[config.mk]
export PLATFORM = sky130hd
export DESIGN_NAME = lrjd_decode
export DESIGN_NICKNAME = d
export VERILOG_FILES = /design/src/lrjd_regfile.v /design/src/lrjd_jump.v /design/src/lrjd_decode.v
export VERILOG_INCLUDE_DIRS = /design/src
export SDC_FILE = /design/constraint.sdc
export NUM_CORES = 1
export LEC_CHECK = 0
export ABC_AREA = 1
export BUFFER_PORTS_ARGS = -buffer_cell sky130_fd_sc_hd__buf_2
export CAP_MARGIN = 20
export CORE_MARGIN = 2
export CORE_UTILIZATION = 35
export CTS_CLUSTER_DIAMETER = 150
export DETAILED_ROUTE_END_ITERATION = 10
export GPL_TIMING_DRIVEN = 0
export HOLD_SLACK_MARGIN = 0.02
export SETUP_SLACK_MARGIN = 0.4
export SLEW_MARGIN = 20
export SYNTH_ARGS = -nofsm -noshare
export SYNTH_HDL_FRONTEND = slang
export SYNTH_SLANG_ARGS = --single-unit
[constraint.sdc]
create_clock -name i_clk -period 3.13 [get_ports i_clk]
set_input_delay 0.7825 -clock i_clk [delete_from_list [all_inputs] [get_ports i_clk]]
set_output_delay 0.7825 -clock i_clk [all_outputs]
set_load 0.01 [all_outputs]
[src/lrjd_map.vh]
// Constants for the load and relative jump decoder: opcodes, operand
// codes, register indices and reset values.
// Assumes inclusion by bare name from every lrjd design file.
`ifndef LRJD_MAP_VH
`define LRJD_MAP_VH

// ----------------------------------------------------------------------
// First-byte opcodes
// ----------------------------------------------------------------------
`define LRJD_OP_LDA_IMM_HI 4'hb
`define LRJD_OP_LDA_DIR 8'h8c
`define LRJD_OP_STA_DIR 8'h89
`define LRJD_OP_IND_HI 5'h11
`define LRJD_OP_PIMM_HI 5'h10
`define LRJD_PFX_REG 8'hdd
`define LRJD_PFX_IMM 8'hd9
`define LRJD_PFX_PAIR 8'hdc
`define LRJD_OP_LDP_DIR 8'hce
`define LRJD_OP_STP_DIR 8'hcd
`define LRJD_OP_STA_PTR 8'hc4
`define LRJD_JR_HI 3'h0
`define LRJD_NOP 8'h00

// ----------------------------------------------------------------------
// Second-byte codes
// ----------------------------------------------------------------------
`define LRJD_B2_LDP_PTR 8'h08
`define LRJD_B2_STP_PTR 8'h00
`define LRJD_B2_JR_IDX 8'h64
`define LRJD_B2_JR_ACC 8'h60
`define LRJD_B2_MOV_HI 4'h0
`define LRJD_B2_EA_FROM 5'h1f
`define LRJD_B2_EA_TO 5'h1e

// ----------------------------------------------------------------------
// Register codes; nibble index = code, pair p holds {2p+1, 2p}
// ----------------------------------------------------------------------
`define LRJD_R_ACC 3'h0
`define LRJD_R_EXT 3'h1
`define LRJD_R_PLO 3'h2
`define LRJD_R_XLO 3'h4
`define LRJD_R_XHI 3'h5
`define LRJD_P_ACC 2'h0
`define LRJD_P_PTR 2'h1
`define LRJD_I_PTR 3'h5
`define LRJD_I_IDX 3'h6
`define LRJD_I_MIX 3'h7

// ----------------------------------------------------------------------
// Reset values and address steps
// ----------------------------------------------------------------------
`define LRJD_NIB_RST 4'h0
`define LRJD_PC_RST 14'h0000
`define LRJD_BYTE_RST 8'h00
`define LRJD_PC_ONE 14'h0001
`define LRJD_PC_NEXT2 14'h0002

`endif

[src/lrjd_regfile.v]
// Nibble register file: accumulator, extension and six pair halves.
// Assumes a single clock; two write ports that never hit one index.
`timescale 1ns/100ps
`include "lrjd_map.vh"

module lrjd_regfile #(
  parameter NREG = 8
) (
  input wire i_clk,
  input wire i_rst,
  input wire i_we0,
  input wire [2:0] i_idx0,
  input wire [3:0] i_data0,
  input wire i_we1,
  input wire [2:0] i_idx1,
  input wire [3:0] i_data1,
  output wire [4*NREG-1:0] o_flat
);

  // --------------------------------------------------------------------
  // One flop group per nibble
  // --------------------------------------------------------------------
  genvar g;
  generate
    for (g = 0; g < NREG; g = g + 1) begin : g_nib
      reg [3:0] nib;
      always @(posedge i_clk or posedge i_rst) begin
        if (i_rst) begin
          nib <= `LRJD_NIB_RST;
        end else if (i_we0 && i_idx0 == g) begin
          nib <= i_data0;
        end else if (i_we1 && i_idx1 == g) begin
          nib <= i_data1;
        end
      end
      assign o_flat[4*g+3:4*g] = nib;
    end
  endgenerate

endmodule // lrjd_regfile

[src/lrjd_jump.v]
// Relative jump target former for the short immediate and the
// register-relative forms. Purely combinational.
// Assumes i_pc is the address of the jump's first byte.
`timescale 1ns/100ps
`include "lrjd_map.vh"

module lrjd_jump (
  input wire [13:0] i_pc,
  input wire i_imm_form,
  input wire [7:0] i_first,
  input wire [7:0] i_low,
  output reg [13:0] o_target
);

  reg [13:0] step;
  reg [13:0] page;

  always @* begin
    step = {10'h000, i_first[3:0]};
    page = i_pc + `LRJD_PC_NEXT2;
    if (i_imm_form) begin
      // Forward form covers +1..+16, backward form -1..-15
      if (i_first[4]) begin
        o_target = i_pc + `LRJD_PC_ONE + step;
      end else begin
        o_target = i_pc - step;
      end
    end else begin
      // Page from the address after the two-byte code
      o_target = {page[13:8], i_low};
    end
  end

endmodule // lrjd_jump

[src/lrjd_decode.v]
// Decode and execute of the nibble load family and relative jumps.
// Assumes a byte fetch stream with the byte's own address, and a data
// memory whose read data answers the address in the same cycle.
//
// Overview of operation
// - Immediate to accumulator, one byte, one cycle.
// - Indirect nibble load to accumulator, one cycle.
// - Direct memory to accumulator, two bytes, two cycles.
// - Register to/from accumulator via prefix, two cycles.
// - Immediate to nibble register via prefix, two cycles.
// - Eight-bit immediate loads selected pair, two cycles.
// - Accumulator to direct memory, two cycles.
// - Pair load through pointer pair, two cycles.
// - Pair store through pointer pair, two cycles.
// - Direct pair load/store, extension at address plus one.
// - Pair to/from accumulator pair, high to extension.
// - Accumulator store through pointer pair, one cycle.
// - Loads never change the source.
// - Repeated accumulator/pointer immediate loads become no-ops.
// - Other pair immediate loads always execute.
// - Register jump keeps high PC, replaces low byte.
// - Short jump spans minus 15 to plus 16.
// - Register code selects one of eight nibbles.
// - Pointer pair transfers force address bit zero low.
// - First byte at page end uses next page.
`timescale 1ns/100ps
`include "lrjd_map.vh"

module lrjd_decode (
  input wire i_clk,
  input wire i_rst,
  input wire i_fetch_valid,
  input wire [7:0] i_fetch_byte,
  input wire [13:0] i_fetch_pc,
  output wire o_fetch_ready,
  output wire [7:0] o_mem_addr,
  output wire o_mem_rd,
  output wire o_mem_wr,
  output wire o_mem_pair,
  output wire [7:0] o_mem_wdata,
  input wire [7:0] i_mem_rdata,
  output reg o_jump,
  output reg [13:0] o_jump_target,
  output reg o_suppressed,
  output wire [31:0] o_regs
);

  // --------------------------------------------------------------------
  // State
  // --------------------------------------------------------------------
  localparam S_OP = 2'h0;
  localparam S_OPND = 2'h1;
  localparam S_WAIT = 2'h2;

  reg [1:0] state;
  reg [7:0] op;
  reg [13:0] op_pc;
  reg sup;
  reg grp_acc;
  reg grp_ptr;

  reg [1:0] next_state;
  reg next_grp_acc;
  reg next_grp_ptr;
  reg next_sup;
  reg next_jump;
  reg next_imm_form;
  reg [7:0] next_low;
  reg next_suppressed;
  reg we0;
  reg [2:0] idx0;
  reg [3:0] d0;
  reg we1;
  reg [2:0] idx1;
  reg [3:0] d1;
  reg mem_rd;
  reg mem_wr;
  reg mem_pair;
  reg [7:0] mem_addr;
  reg [7:0] mem_wdata;

  wire take;
  wire [7:0] b;
  wire [3:0] rn [0:7];
  wire [13:0] target;
  wire [7:0] ptr_addr;

  assign take = i_fetch_valid && o_fetch_ready;
  assign b = i_fetch_byte;
  assign o_fetch_ready = (state != S_WAIT);

  genvar g;
  generate
    for (g = 0; g < 8; g = g + 1) begin : g_rn
      assign rn[g] = o_regs[4*g+3:4*g];
    end
  endgenerate

  // Register bit zero stays untouched; only the address is forced even
  assign ptr_addr = {rn[`LRJD_R_PLO + 3'h1], rn[`LRJD_R_PLO][3:1], 1'b0};

  // --------------------------------------------------------------------
  // Decode and execute
  // --------------------------------------------------------------------
  always @* begin
    next_state = state;
    next_grp_acc = grp_acc;
    next_grp_ptr = grp_ptr;
    next_sup = sup;
    next_jump = 1'b0;
    next_imm_form = 1'b0;
    next_low = `LRJD_BYTE_RST;
    next_suppressed = 1'b0;
    we0 = 1'b0;
    idx0 = `LRJD_R_ACC;
    d0 = `LRJD_NIB_RST;
    we1 = 1'b0;
    idx1 = `LRJD_R_EXT;
    d1 = `LRJD_NIB_RST;
    mem_rd = 1'b0;
    mem_wr = 1'b0;
    mem_pair = 1'b0;
    mem_addr = `LRJD_BYTE_RST;
    mem_wdata = `LRJD_BYTE_RST;
    case (state)
      S_OP: begin
        if (take) begin
          next_grp_acc = 1'b0;
          next_grp_ptr = 1'b0;
          next_sup = 1'b0;
          if (b[7:4] == `LRJD_OP_LDA_IMM_HI) begin
            next_grp_acc = 1'b1;
            if (grp_acc) begin
              next_suppressed = 1'b1;
            end else begin
              we0 = 1'b1;
              idx0 = `LRJD_R_ACC;
              d0 = b[3:0];
            end
          end else if (b == `LRJD_OP_LDA_DIR || b == `LRJD_OP_STA_DIR) begin
            next_state = S_OPND;
          end else if (b[7:3] == `LRJD_OP_IND_HI) begin
            if (b[2:0] == `LRJD_I_PTR || b[2:0] == `LRJD_I_IDX ||
                b[2:0] == `LRJD_I_MIX) begin
              mem_rd = 1'b1;
              if (b[2:0] == `LRJD_I_PTR) begin
                mem_addr = {rn[`LRJD_R_PLO + 3'h1], rn[`LRJD_R_PLO]};
              end else if (b[2:0] == `LRJD_I_IDX) begin
                mem_addr = {rn[`LRJD_R_XHI], rn[`LRJD_R_XLO]};
              end else begin
                mem_addr = {rn[`LRJD_R_XHI], rn[`LRJD_R_PLO]};
              end
              we0 = 1'b1;
              idx0 = `LRJD_R_ACC;
              d0 = i_mem_rdata[3:0];
            end
          end else if (b[7:3] == `LRJD_OP_PIMM_HI && b[0]) begin
            next_state = S_OPND;
            if (b[2:1] == `LRJD_P_ACC) begin
              next_grp_acc = 1'b1;
              next_sup = grp_acc;
            end else if (b[2:1] == `LRJD_P_PTR) begin
              next_grp_ptr = 1'b1;
              next_sup = grp_ptr;
            end
          end else if (b == `LRJD_PFX_REG || b == `LRJD_PFX_IMM ||
                       b == `LRJD_PFX_PAIR || b == `LRJD_OP_LDP_DIR ||
                       b == `LRJD_OP_STP_DIR) begin
            next_state = S_OPND;
          end else if (b == `LRJD_OP_STA_PTR) begin
            mem_wr = 1'b1;
            mem_addr = {rn[`LRJD_R_PLO + 3'h1], rn[`LRJD_R_PLO]};
            mem_wdata = {4'h0, rn[`LRJD_R_ACC]};
          end else if (b[7:5] == `LRJD_JR_HI && b != `LRJD_NOP) begin
            next_jump = 1'b1;
            next_imm_form = 1'b1;
            next_state = S_WAIT;
          end
        end
      end
      S_OPND: begin
        if (take) begin
          next_state = S_OP;
          if (op == `LRJD_OP_LDA_DIR) begin
            mem_rd = 1'b1;
            mem_addr = b;
            we0 = 1'b1;
            d0 = i_mem_rdata[3:0];
          end else if (op == `LRJD_OP_STA_DIR) begin
            mem_wr = 1'b1;
            mem_addr = b;
            mem_wdata = {4'h0, rn[`LRJD_R_ACC]};
          end else if (op[7:3] == `LRJD_OP_PIMM_HI) begin
            if (sup) begin
              next_suppressed = 1'b1;
            end else begin
              we0 = 1'b1;
              idx0 = {op[2:1], 1'b0};
              d0 = b[3:0];
              we1 = 1'b1;
              idx1 = {op[2:1], 1'b1};
              d1 = b[7:4];
            end
          end else if (op == `LRJD_PFX_REG) begin
            if (b == `LRJD_B2_JR_IDX || b == `LRJD_B2_JR_ACC) begin
              next_jump = 1'b1;
              next_low = (b == `LRJD_B2_JR_IDX) ?
                         {rn[`LRJD_R_XHI], rn[`LRJD_R_XLO]} :
                         {rn[`LRJD_R_EXT], rn[`LRJD_R_ACC]};
              next_state = S_WAIT;
            end else if (b[7:4] == `LRJD_B2_MOV_HI && b[3]) begin
              we0 = 1'b1;
              d0 = rn[b[2:0]];
            end else if (b[7:4] == `LRJD_B2_MOV_HI) begin
              we0 = 1'b1;
              idx0 = b[2:0];
              d0 = rn[`LRJD_R_ACC];
            end
          end else if (op == `LRJD_PFX_IMM) begin
            if (b[3]) begin
              we0 = 1'b1;
              idx0 = b[2:0];
              d0 = b[7:4];
            end
          end else if (op == `LRJD_PFX_PAIR) begin
            if (b == `LRJD_B2_LDP_PTR) begin
              mem_rd = 1'b1;
              mem_pair = 1'b1;
              mem_addr = ptr_addr;
              we0 = 1'b1;
              d0 = i_mem_rdata[3:0];
              we1 = 1'b1;
              d1 = i_mem_rdata[7:4];
            end else if (b == `LRJD_B2_STP_PTR) begin
              mem_wr = 1'b1;
              mem_pair = 1'b1;
              mem_addr = ptr_addr;
              mem_wdata = {rn[`LRJD_R_EXT], rn[`LRJD_R_ACC]};
            end else if (b[7:3] == `LRJD_B2_EA_FROM && !b[0]) begin
              we0 = 1'b1;
              d0 = rn[{b[2:1], 1'b0}];
              we1 = 1'b1;
              d1 = rn[{b[2:1], 1'b1}];
            end else if (b[7:3] == `LRJD_B2_EA_TO && !b[0]) begin
              we0 = 1'b1;
              idx0 = {b[2:1], 1'b0};
              d0 = rn[`LRJD_R_ACC];
              we1 = 1'b1;
              idx1 = {b[2:1], 1'b1};
              d1 = rn[`LRJD_R_EXT];
            end
          end else if (op == `LRJD_OP_LDP_DIR) begin
            mem_rd = 1'b1;
            mem_pair = 1'b1;
            mem_addr = {b[7:1], 1'b0};
            we0 = 1'b1;
            d0 = i_mem_rdata[3:0];
            we1 = 1'b1;
            d1 = i_mem_rdata[7:4];
          end else if (op == `LRJD_OP_STP_DIR) begin
            mem_wr = 1'b1;
            mem_pair = 1'b1;
            mem_addr = {b[7:1], 1'b0};
            mem_wdata = {rn[`LRJD_R_EXT], rn[`LRJD_R_ACC]};
          end
        end
      end
      S_WAIT: begin
        next_state = S_OP;
      end
      default: begin
        next_state = S_OP;
      end
    endcase
  end

  assign o_mem_addr = mem_addr;
  assign o_mem_rd = mem_rd;
  assign o_mem_wr = mem_wr;
  assign o_mem_pair = mem_pair;
  assign o_mem_wdata = mem_wdata;

  // --------------------------------------------------------------------
  // Sequencing registers
  // --------------------------------------------------------------------
  always @(posedge i_clk or posedge i_rst) begin
    if (i_rst) begin
      state <= S_OP;
      op <= `LRJD_BYTE_RST;
      op_pc <= `LRJD_PC_RST;
      sup <= 1'b0;
      grp_acc <= 1'b0;
      grp_ptr <= 1'b0;
      o_jump <= 1'b0;
      o_jump_target <= `LRJD_PC_RST;
      o_suppressed <= 1'b0;
    end else begin
      state <= next_state;
      if (state == S_OP && take) begin
        op <= b;
        op_pc <= i_fetch_pc;
      end
      sup <= next_sup;
      grp_acc <= next_grp_acc;
      grp_ptr <= next_grp_ptr;
      o_jump <= next_jump;
      o_suppressed <= next_suppressed;
      if (next_jump) begin
        o_jump_target <= target;
      end
    end
  end

  // --------------------------------------------------------------------
  // Jump target and register file
  // --------------------------------------------------------------------
  lrjd_jump u_jump (
    .i_pc(next_imm_form ? i_fetch_pc : op_pc),
    .i_imm_form(next_imm_form),
    .i_first(b),
    .i_low(next_low),
    .o_target(target)
  );

  lrjd_regfile #(
    .NREG(8)
  ) u_regs (
    .i_clk(i_clk),
    .i_rst(i_rst),
    .i_we0(we0),
    .i_idx0(idx0),
    .i_data0(d0),
    .i_we1(we1),
    .i_idx1(idx1),
    .i_data1(d1),
    .o_flat(o_regs)
  );

endmodule // lrjd_decode

[Word-level counts from Yosys, hierarchy flattened]
Cells that the tools add are included.
Word-level totals
  register bits: 75
  word-level logic and storage cells: 400
  output and inout bits: 68
Cells by class
  bitwise operators: 3
  equality and inequality tests: 50
  reductions and logical operators: 50
  mux-type cells: 273
  add/subtract/negate cells: 4
  magnitude comparators: 3
Operators with widths (number)
  two-way mux 8 bit: 39
  two-way mux 4 bit: 67
  == test 8 bit, second input constant: 15
  two-way mux 1 bit: 108
  two-way mux 3 bit: 30
  two-way mux 14 bit: 3
  binary-select mux 4 bit (select 3 bit): 3
  == test 3 bit, second input constant: 11
  case mux 8 bit (2 select lines): 2
  two-way mux 2 bit: 14
  == test 5 bit, second input constant: 5
  logical AND 1 bit: 23
  == test 8 x 7 -> 1 bit, second input constant: 2
  nonzero test 2 bit: 8
  adder 14 x 1 -> 14 bit, second input constant: 1
  adder 14 x 2 -> 14 bit, second input constant: 1
  adder 14 x 4 -> 14 bit: 1
  subtractor 14 x 4 -> 14 bit: 1
  == test 3 x 2 -> 1 bit, second input constant: 4
  >= comparator 4 bit, second input constant: 3
  inverter 3 -> 4 bit: 3
  inequality test 5 bit, second input constant: 2
  case mux 1 bit (2 select lines): 5
  zero test 3 bit: 3
  other kinds (16): 29

[Logic depth before layout (Yosys ltp)]
Gate-level depths: netlist of the first run.
  depth in word-level cells: 18
  depth in mapped cells: 28
  gate-level depth less buffers: 25

[Cells and area by module]
From an unflattened synthesis of the first run, not the netlist that was laid out.
Unflattened totals
  cells, all modules: 1178
  area total of the unflattened synthesis: 7065.5 µm²
By module, submodules not included
  lrjd_decode: instances 1, area each 4175.3 µm², cells each 710
  lrjd_regfile: instances 1, area each 1826.8 µm², cells each 257
  lrjd_jump: instances 1, area each 1063.5 µm², cells each 211

[Least setup slack after synthesis of the first run]
OpenSTA, ideal clock, no wires.
  path type: in2reg
  start: in i_fetch_byte[2]
  end: reg o_jump_target[10]
  setup slack: -508 ps
  setup time: 117 ps
  data arrival time: 3521 ps
  stages on the path: 25
  cells stage by stage: clkbuf_2 -> inv_4 -> nand2_2 -> nor2_1 -> nand2_2 -> nand4_4 -> buf_2 -> inv_1 -> buf_2 -> nand2_1 -> o21ai_0 -> ha_1 -> fa_1 -> nor2_1 -> o21ai_0 -> nand2_1 -> inv_1 -> nor2_1 -> nand3_1 -> nor2_1 -> nand2_1 -> nand3_1 -> nand3_1 -> nand3_1 -> nand2_1
Between the ends
  cells in the longest elaborated chain, start to end: 17
RTL lines
  from (decl): RTL line lrjd_decode.v:33  | input wire [7:0] i_fetch_byte,
  == test 8 bit (no source line)
  logical OR 1 bit (no source line) (4 in series)
  two-way mux 1 bit: RTL line lrjd_decode.v:166  | end else if (b == `LRJD_PFX_REG || b == `LRJD_PFX_IMM ||
  two-way mux 1 bit: RTL line lrjd_decode.v:157  | end else if (b[7:3] == `LRJD_OP_PIMM_HI && b[0]) begin
  two-way mux 1 bit: RTL line lrjd_decode.v:142  | end else if (b[7:3] == `LRJD_OP_IND_HI) begin
  two-way mux 1 bit: RTL line lrjd_decode.v:140  | end else if (b == `LRJD_OP_LDA_DIR || b == `LRJD_OP_STA_DIR) begin
  two-way mux 1 bit: RTL line lrjd_decode.v:131  | if (b[7:4] == `LRJD_OP_LDA_IMM_HI) begin
  two-way mux 1 bit: RTL line lrjd_decode.v:127  | if (take) begin
  two-way mux 1 bit: RTL line lrjd_decode.v:125  | case (state)
  two-way mux 14 bit: RTL line lrjd_decode.v:318  | .i_pc(next_imm_form ? i_fetch_pc : op_pc),
  adder 14 x 1 -> 14 bit (no source line)
  adder 14 x 4 -> 14 bit: RTL line lrjd_jump.v:24  | o_target = i_pc + `LRJD_PC_ONE + step;
  two-way mux 14 bit: RTL line lrjd_jump.v:23  | if (i_first[4]) begin
  two-way mux 14 bit: RTL line lrjd_jump.v:21  | if (i_imm_form) begin
  to (signal assigned): RTL line lrjd_decode.v:295  | o_jump_target <= `LRJD_PC_RST;
  to (signal assigned): RTL line lrjd_decode.v:309  | o_jump_target <= target;
  to (decl): RTL line lrjd_decode.v:43  | output reg [13:0] o_jump_target,
Parallel ways exist; a longest one is shown, timed or not.
A chain may end at the register's enable or synchronous reset.

[Worst setup path in the final report of the first run]
  start: in i_fetch_byte[1]
  end: out o_mem_wdata[0]
Between the ends
  cells in the longest elaborated chain, start to end: 12
RTL lines
  == test 8 bit (no source line)
  logical OR 1 bit (no source line) (4 in series)
  two-way mux 4 bit: RTL line lrjd_decode.v:166
  two-way mux 4 bit: RTL line lrjd_decode.v:157
  two-way mux 4 bit: RTL line lrjd_decode.v:142
  two-way mux 4 bit: RTL line lrjd_decode.v:140
  two-way mux 4 bit: RTL line lrjd_decode.v:131
  two-way mux 4 bit: RTL line lrjd_decode.v:127
  case mux 8 bit (2 select lines) *: RTL line lrjd_decode.v:125
  to (decl): RTL line lrjd_decode.v:40  | output wire [7:0] o_mem_wdata,
Every way passes the cells marked *; elsewhere a longest branch is shown, timed or not.

==> results of run 1 <==
==> flip-flops by register name, indices dropped and copies added, names as in the netlist <==
name	flops
sup	1
grp_acc	1
grp_ptr	1
op_pc	14
o_suppressed	1
o_jump_target	14
state	2
o_jump	1
u_regs.g_nib.nib	32
op	8
==> per-layer routing <==
| layer | share of wire, % | wire length, um | GRT usage, % | vias to the layer above |
|---|---|---|---|---|
| met5 | 0 | 0 | 0 | - |
| met4 | 5.8 | 1800 | 17.1 | 0 |
| met3 | 7.1 | 2200 | 5.10 | 117 |
| met2 | 47 | 14700 | 51.5 | 468 |
| met1 | 40 | 12500 | 37.6 | 4085 |
| li1 | - | - | - | 3991 |
==> cells by family after synthesis <==
group           after synthesis  share of synthesized area [%]
compound gates              214                           19.2
xor+xnor                      3                          0.396
fa+ha+maj                    11                           2.30
buf+inv                     184                           10.9
flops                        75                           28.3
simple gates                582                           38.9
==> repair_timing <==
item / CTS / global route
resized for setup: 197 / 84
setup buffers: 85 / 23
pin swaps: 66 / 49
setup endpoints to repair: 65 / 66
==> layout by cell type, fill, tap and decap left out, types with 7 or more instances in the layout <==
| cell type | count |
|---|---|
| nand2_1 | 310 |
| nand2_4 | 17 |
| nand3_1 | 64 |
| o21ai_0 | 79 |
| nand3_2 | 12 |
| nor3_4 | 8 |
| buf_2 | 93 |
| clkbuf_16 | 12 |
| inv_2 | 24 |
| dfrtp_1 | 74 |
| o21ai_4 | 7 |
| nand4_1 | 31 |
| inv_4 | 9 |
| o211ai_1 | 25 |
| buf_8 | 12 |
| o22ai_2 | 7 |
| o22ai_1 | 13 |
| o21ai_1 | 13 |
| buf_6 | 20 |
| inv_1 | 107 |
| o21ai_2 | 10 |
| nor2_1 | 52 |
| nand2_2 | 18 |
| clkbuf_1 | 9 |
| a21oi_1 | 22 |
| buf_4 | 94 |
| nor2_4 | 28 |
| a31oi_1 | 7 |
| nor2_2 | 15 |
==> how the worst min path moves through the flow <==
stage                     cells past startpoint               endpoint  slack, ns
after floorplan                               2  op_pc[13]$_DFFE_PP0P_       0.44
after global placement                        2  op_pc[13]$_DFFE_PP0P_       0.45
after detailed placement                      2  op_pc[13]$_DFFE_PP0P_       0.46
after CTS                                     2  op_pc[10]$_DFFE_PP0P_       0.47
after global routing                          2  op_pc[10]$_DFFE_PP0P_       0.48
final                                         2  op_pc[10]$_DFFE_PP0P_       0.44
==> cell type report <==
class / count / area [sq um]
Sequential cell: 75 / 1880
Clock buffer: 10 / 239
Clock inverter: 5 / 30.0
Tap cell: 234 / 293
Inverter: 151 / 661
Buffer: 33 / 290
Multi-Input combinational cell: 810 / 4920
Timing Repair Buffer: 209 / 1510
Fill cell: 1848 / 8820
==> power groups by stage <==
| stage | combinational, uW | sequential [uW] | clock, uW |
|---|---|---|---|
| 2_1_floorplan | 447 | 1150 | 0 |
| 3_3_place_gp | 712 | 1130 | 0 |
| 3_5_place_dp | 720 | 1130 | 0 |
| 4_1_cts | 902 | 1120 | 1010 |
| 5_1_grt | 1060 | 1130 | 1050 |
| 6_report | 974 | 1120 | 1000 |
==> per-stage QoR <==
step / setup TNS [ns] / setup slack, ns / area, sq um / hold WS, ns / util (%)
3_3_place_gp: -71.07 / -0.886 / 7580 / 0.454 / 40.7
6_report: -0.469 / -0.0737 / 9820 / 0.443 / 52.7
5_1_grt: -2.02 / -0.173 / 9820 / 0.485 / 52.7
4_1_cts: -0.0594 / -0.0311 / 9330 / 0.469 / 50.1
3_5_place_dp: -15.81 / -0.877 / 7600 / 0.462 / 40.8
2_1_floorplan: -0.664 / -0.198 / 6790 / 0.437 / -
==> critical path: stages <==
cell       delay, ns
buf_8           0.10
clkbuf_16       0.15
inv_12          0.07
nand2_8         0.06
nor2_4          0.10
nand2_4         0.07
buf_4           0.14
buf_12          0.12
nand2_8         0.06
buf_6           0.10
nand2_4         0.05
nand2_4         0.07
nand3_4         0.10
nand2_4         0.10
inv_4           0.05
nor3_2          0.14
buf_2           0.15
==> qor.csv, run 1 <==
metric;value;unit
status;complete, but fails checks;
violated checks;setup timing;
Setup crit end;o_mem_wdata[0];
Crit. End Element;output pin;
Synth Cell Area;6630;sq um
Post-synth ARST share;100;%
commonest cells in the netlist;342 x nand2_1, 128 x inv_1, 97 x o21ai_0, 79 x nand3_1, 76 x nor2_1;
clock net sink count;75;
Seq/Total Area, Yosys;28.3;%
Antenna diodes;0;
setup ws final;-0.0737;ns
gate count after technology mapping;1069;
R2R setup slack;0.16;ns
Seq pwr share;36.2;%
final wirelength;31200;um
VDD IR max;0.260;mV
syn_area_per_cell;6.20;sq um
area delta synth->final;48.2;%
Final setup viols;13;
switch share;35.8;%
CP max FO;5;
vias in the first global route;8285;
CP required;2.35;ns
kind of critical path;input pin to output pin;
IO Pins;101;
FF-to-FF path depth;21;
final net count;1333;
Post-CTS Hold Buffers;0;
max-cap violation count;0;
number of port buffers;100;
Internal;1990;uW
Critical path origin;i_fetch_byte[1];
routed vias/inst;5.67;
routed len/inst;20.4;um
remaining antenna violation count;0;
die width;142;um
leakage power;0.00490;uW
Crit path arrival time;2.42;ns
share of cells above drive strength 1;35.0;%
power per cell area;315;nW/um^2
global-route wire length before repair;46500;um
Max Fclk;312;MHz
clock power share;32.3;%
r2r endpoint;o_jump_target[8]$_DFFE_PP0P_;
placed cells;1404;
R2R Path Start;state[1]$_DFFE_PP0P_;
all-layer global routing usage;30.7;%
Clk Latency, worst-skew pair;0.36;ns
largest area contributor in the netlist;dfrtp_1;
final hold vios;0;
Row Count;50;
H-tree depth;3;
CTS tree;done;
GP Congestion;1.01;
dominant cell by count in the synthesized netlist;nand2_1;
clock root buffer;clkbuf_16;
Initial Util;35.6;%
Least-Margin Pin Slew;0.820;ns
Total Die Area;20100;sq um
post-synth top area share;28.3;%
antenna violations before repair;0;
Worst setup SP type;input pin;
net switching power;1110;uW
total power;3100;uW
post-synthesis net count;1113;
synthesis warning total;0;
DRT Pass-1 Iters;5;
EDFF count, synth;0;
Die Y;142;um
period utilization;102;%
Core Footprint;18600;sq um
Final Slew Violations;0;
RSZ-0062 raised after global routing;true;
drt drc;0;
GRT overflow;0;
Final Skew;0.00913;ns
combinational power share;31.5;%
Post-DP HPWL;23000;um
initial DRC count;751;
worst hold path type;input pin to asynchronous set/reset pin;
leading post-synthesis cells by cell area;dfrtp_1 28%, nand2_1 19%, o21ai_0 7.3%;
total number of vias;8661;
Tmin final;3.20;ns
CTS Buffer Depth;2;
post-synthesis register bit count;75;
Worst slew margin;45.3;%
Unique masters post-synth;51;
Main synth FF type;dfrtp_1;
Final Non-Filler Cells;1527;
largest net degree at the start of global routing;41;
cts bufs inserted;9;
Worst-path clk slew;0.06;ns
Note: power is estimated with default switching activity, not from simulation.
==> run 2, diff against run 1 <==
Settings changed: PLACE_DENSITY set to 0.66.
Clock period 3.13 ns to 3.14 ns, I/O delays scaled along.
==> qor.csv, run 2 (synthesis gave the netlist of run 1 again) <==
metric;value;unit
Final TNS setup;-0.651;ns
largest register by flop count;u_regs.g_nib.nib;
R2R Path Start;state[1]$_DFFE_PP0P_;
Antenna diodes;0;
leakage power;0.00503;uW
Total Die Area;20100;sq um
global-route wire length before repair;47900;um
CP dominant cell by count;buf_6;
status;complete, but fails checks;
Core Footprint;18600;sq um
power per cell area;321;nW/um^2
clock net sink count;75;
most frequent cells in the layout;300 x nand2_1, 108 x inv_1, 94 x buf_2, 88 x buf_4, 77 x o21ai_0;
Post-CTS Hold Buffers;0;
Critical path origin;i_fetch_byte[1];
Stages on worst setup path;27;
Clk Latency, worst-skew pair;0.36;ns
max-cap violation count;0;
largest stage delay on the critical path;0.39;ns
routed vias/inst;5.83;
final net count;1343;
routed len/inst;21.2;um
total power;3250;uW
area delta synth->final;52.9;%
Max Fclk;306;MHz
Initial Util;35.6;%
initial DRC count;1054;
R2R setup slack;0.03;ns
fill count;1766;
r2r endpoint;o_jump_target[2]$_DFFE_PP0P_;
worst hold path type;input pin to asynchronous set/reset pin;
die width;142;um
Crit. End Element;flop;
setup ws final;-0.130;ns
kind of critical path;input pin to flop;
remaining antenna violation count;0;
total number of vias;8965;
FF-to-FF path depth;21;
all-layer global routing usage;31.4;%
VDD IR max;0.257;mV
violated checks;setup timing;
GRT overflow;0;
Final setup viols;9;
drt drc;0;
RSZ-0062 raised after global routing;true;
Buf/Inv on CP;12;
CP max stage cell;fa_2;
number of port buffers;100;
Row Count;50;
commonest non-fill, non-tap cell in the layout;nand2_1;
Final Slew Violations;0;
Largest regs;u_regs.g_nib.nib x32, o_jump_target x14, op_pc x14;
cts bufs inserted;9;
IO Pins;101;
Post-DP HPWL;23100;um
Worst slew margin;43.8;%
final hold vios;0;
Final Skew;0.0106;ns
pre-CTS WS;-0.900;ns
Worst setup SP type;input pin;
CTS Buffer Depth;2;
Die Y;142;um
multi-input gate area in the final layout;5040;sq um
vias in the first global route;8509;
CP max FO;5;
FF+latch area;1880;sq um
period utilization;104;%
largest net degree at the start of global routing;40;
CP required;3.39;ns
final hold slack;0.446;ns
Least-Margin Pin Slew;0.843;ns
final wirelength;32600;um
H-tree depth;3;
antenna violations before repair;0;
max reg flops;32;
CTS tree;done;
Setup crit end;o_jump_target[2]$_DFFE_PP0P_;
final core occ;54.4;%
CP delay by family, top;buffers and inverters;
GP Congestion;1.00;
Tmin final;3.27;ns
DRT Pass-1 Iters;5;
Crit path arrival time;3.52;ns
share of cells above drive strength 1;36.7;%
Worst-path clk slew;0.07;ns
clock root buffer;clkbuf_16;
[run 2: cell types whose count changed in the layout (fill, tap and decap cells not counted), sizes merged]
cell | before | now
clkinv | 9 | 7
buf | 224 | 234
bufinv | 0 | 1
clkinvlp | 3 | 2
inv | 144 | 147
[run 2: cell type report]
type	count	area share (%)
clock inverter	6	0.728
inverter	151	6.60
sequential	75	18.5
multi-input combinational	810	49.7
tap	234	2.89
clock buffer	10	2.26
timing repair buffer	219	16.4
buffer	33	2.84
[run 2: worst min path at each step]
| stage | start | to | slack, ns |
|---|---|---|---|
| final | i_rst | op_pc[12]$_DFFE_PP0P_ | 0.45 |
| after global routing | i_rst | op_pc[12]$_DFFE_PP0P_ | 0.49 |
| after CTS | i_rst | op_pc[12]$_DFFE_PP0P_ | 0.47 |
| after detailed placement | o_jump_target[11]$_DFFE_PP0P_ | o_jump_target[11]$_DFFE_PP0P_ | 0.46 |
| after global placement | op_pc[13]$_DFFE_PP0P_ | op_pc[13]$_DFFE_PP0P_ | 0.45 |
| after floorplan | op_pc[13]$_DFFE_PP0P_ | op_pc[13]$_DFFE_PP0P_ | 0.44 |
[run 2: stage by stage]
stage	std cells	cell area [sq um]
2_1_floorplan	1069	6790
3_3_place_gp	1403	7580
5_1_grt	1538	10100
4_1_cts	1498	9230
6_report	1538	10100
3_5_place_dp	1404	7600
[run 2: layer usage]
metal,GRT usage (%),wire length (um),up-vias,part of all wire [%]
li1,-,-,4028,-
met1,38.9,12600,4214,39
met2,51.5,15300,555,47
met3,5.84,2750,168,8.4
met4,17.6,1930,0,5.9
met5,0,0,-,0
[run 2: power breakdown]
part | total, uW | internal, uW | switching [uW]
Sequential | 1120 | 1050 | 63.2
Clock | 1110 | 626 | 483
Combinational | 1030 | 404 | 622
[run 2: timing repair]
action	CTS	global route
gates resized for setup	177	149
buffers inserted	78	40
pin swaps	62	65
endpoints found under the hold margin	0	0
setup endpoints to repair	63	66
==> run 3, diff against run 2 <==
--- a/config.mk
+++ b/config.mk
@@ -18,2 +18,3 @@
 export PLACE_DENSITY = 0.66
+export REMOVE_ABC_BUFFERS = 1
 export SETUP_SLACK_MARGIN = 0.4
==> constraint.sdc (replaced) <==
create_clock -name i_clk -period 3.14 [get_ports i_clk]
set_input_delay 0.314 -clock i_clk [delete_from_list [all_inputs] [get_ports i_clk]]
set_output_delay 0.314 -clock i_clk [all_outputs]
set_load 0.01 [all_outputs]
==> qor.csv, run 3 (synthesis gave the netlist of run 1 again) <==
metric;value;unit
status;complete, no violations;
initial DRC count;885;
max-cap violation count;0;
Hold Crit Start;i_fetch_pc[13];
GP Congestion;1.04;
routed vias/inst;5.81;
final hold slack;0.170;ns
area delta synth->final;31.2;%
Tmin final;3.09;ns
multi-input gate area in the final layout;4540;sq um
hold endpoint;op_pc[13]$_DFFE_PP0P_;
largest net degree at the start of global routing;44;
Total Die Area;20100;sq um
remaining antenna violation count;0;
antenna violations before repair;0;
vias in the first global route;7970;
Post-DP HPWL;20500;um
pre-CTS WS;-1.80;ns
leakage power;0.00430;uW
combinational power share;27.7;%
max reg flops;32;
FF+latch area;1880;sq um
fill count;1897;
Final Slew Violations;0;
routed len/inst;20.5;um
Internal;2120;uW
Die Y;142;um
Final setup viols;0;
switch share;34.0;%
final hold vios;0;
clock root buffer;clkbuf_16;
R2R setup slack;0.05;ns
net switching power;1090;uW
Final TNS setup;0;ns
CTS tree;done;
R2R Path Start;state[1]$_DFFE_PP0P_;
share of cells above drive strength 1;26.7;%
Worst-path clk slew;0.06;ns
Largest regs;u_regs.g_nib.nib x32, o_jump_target x14, op_pc x14;
final net count;1254;
period utilization;98.6;%
global-route wire length before repair;44300;um
FF-to-FF path depth;17;
Core Footprint;18600;sq um
r2r endpoint;o_jump_target[6]$_DFFE_PP0P_;
Crit path arrival time;3.34;ns
CTS Buffer Depth;2;
setup ws final;0.0450;ns
all-layer global routing usage;28.8;%
GRT overflow;0;
Worst slew margin;50.1;%
clock power share;37.3;%
VDD IR max;0.247;mV
Antenna diodes;0;
CP required;3.39;ns
Initial Util;35.6;%
final wirelength;29700;um
commonest non-fill, non-tap cell in the layout;nand2_1;
cts bufs inserted;9;
clock net sink count;75;
Seq pwr share;34.9;%
WHS Path Cells;3;
number of port buffers;100;
Clk Latency, worst-skew pair;0.36;ns
Max Fclk;323;MHz
largest register by flop count;u_regs.g_nib.nib;
Crit. End Element;flop;
Least-Margin Pin Slew;0.745;ns
die width;142;um
H-tree depth;3;
IO Pins;101;
worst hold path type;input pin to flop;
DRT Pass-1 Iters;9;
CP max FO;6;
Worst setup SP type;flop;
power per cell area;369;nW/um^2
kind of critical path;flop to flop;
RSZ-0062 raised after global routing;true;
total number of vias;8416;
final core occ;46.7;%
Row Count;50;
most frequent cells in the layout;322 x nand2_1, 117 x inv_1, 96 x buf_2, 86 x o21ai_0, 73 x dfrtp_1;
Final Skew;0.00520;ns
drt drc;0;
-- run 3: cell types whose count changed in the layout (fill, tap and decap cells not counted), moves of 9 or more --
| cell | change |
|---|---|
| buf_4 | -35 |
| buf_6 | -26 |
| nand2_1 | +22 |
| buf_8 | -13 |
| nand2_4 | -13 |
| clkbuf_1 | -11 |
| inv_1 | +9 |
| o21ai_0 | +9 |
-- run 3: worst max-delay path by stage --
stage	endpoint	slack [ns]	startpoint
3_5_place_dp	o_jump_target[10]$_DFFE_PP0P_	-1.80	state[1]$_DFFE_PP0P_
3_3_place_gp	o_mem_wdata[0]	-2.82	state[1]$_DFFE_PP0P_
2_1_floorplan	o_mem_wdata[0]	-0.88	state[1]$_DFFE_PP0P_
4_1_cts	o_jump_target[10]$_DFFE_PP0P_	0.16	state[1]$_DFFE_PP0P_
5_1_grt	o_jump_target[9]$_DFFE_PP0P_	-0.05	state[1]$_DFFE_PP0P_
6_report	o_jump_target[6]$_DFFE_PP0P_	0.05	state[1]$_DFFE_PP0P_
-- run 3: per-layer routing --
metal,track usage (%),part of all wire (%),vias up
met4,16.1,5.8,0
met3,5.20,9.9,151
met2,46.2,46,537
met5,0,0,-
li1,-,-,3842
met1,36.7,39,3886
-- run 3: metrics by stage --
step / total power (uW) / instance area [sq um] / cells
after global routing: 3340 / 8700 / 1449
after floorplan: 1540 / 6470 / 1036
after CTS: 3110 / 8240 / 1424
final: 3210 / 8700 / 1449
after global placement: 1780 / 7270 / 1370
after detailed placement: 1810 / 7330 / 1372
-- run 3: worst max-delay path, stage by stage, from the launching register on --
cell	delay (ns)
dfrtp_4	0.54
a21oi_4	0.22
nand4_4	0.24
clkinvlp_4	0.19
o21ai_4	0.08
ha_4	0.17
fa_2	0.42
nor2_4	0.12
o21ai_1	0.09
nand2_1	0.08
inv_1	0.05
nor2_2	0.12
nand3_2	0.14
buf_4	0.17
nand2_2	0.07
o21ai_1	0.06
o22ai_1	0.15
inv_1	0.06
-- run 3: timing repair --
action	in CTS	in global routing
setup buffers	31	25
pin swaps	35	39
endpoints found under the hold margin	32	0
resized for setup	82	69
cloned	4	0
endpoints found under the setup margin	62	57
hold buffers	1	0
-- run 3: layout make-up --
cell class / count / area share, %
Sequential cell: 75 / 21.6
Timing Repair Buffer: 159 / 11.9
Clock inverter: 5 / 0.950
Tap cell: 234 / 3.37
Inverter: 151 / 7.02
Multi-Input combinational cell: 813 / 52.2
Clock buffer: 11 / 2.91
Timing Repair inverter: 1 / 0.101
-- run 3: power groups by stage --
stage | registers [uW] | logic (uW) | clock network [uW]
3_3_place_gp | 1130 | 652 | 0
2_1_floorplan | 1140 | 396 | 0
4_1_cts | 1120 | 782 | 1210
6_report | 1120 | 889 | 1200
3_5_place_dp | 1130 | 673 | 0
5_1_grt | 1130 | 969 | 1240
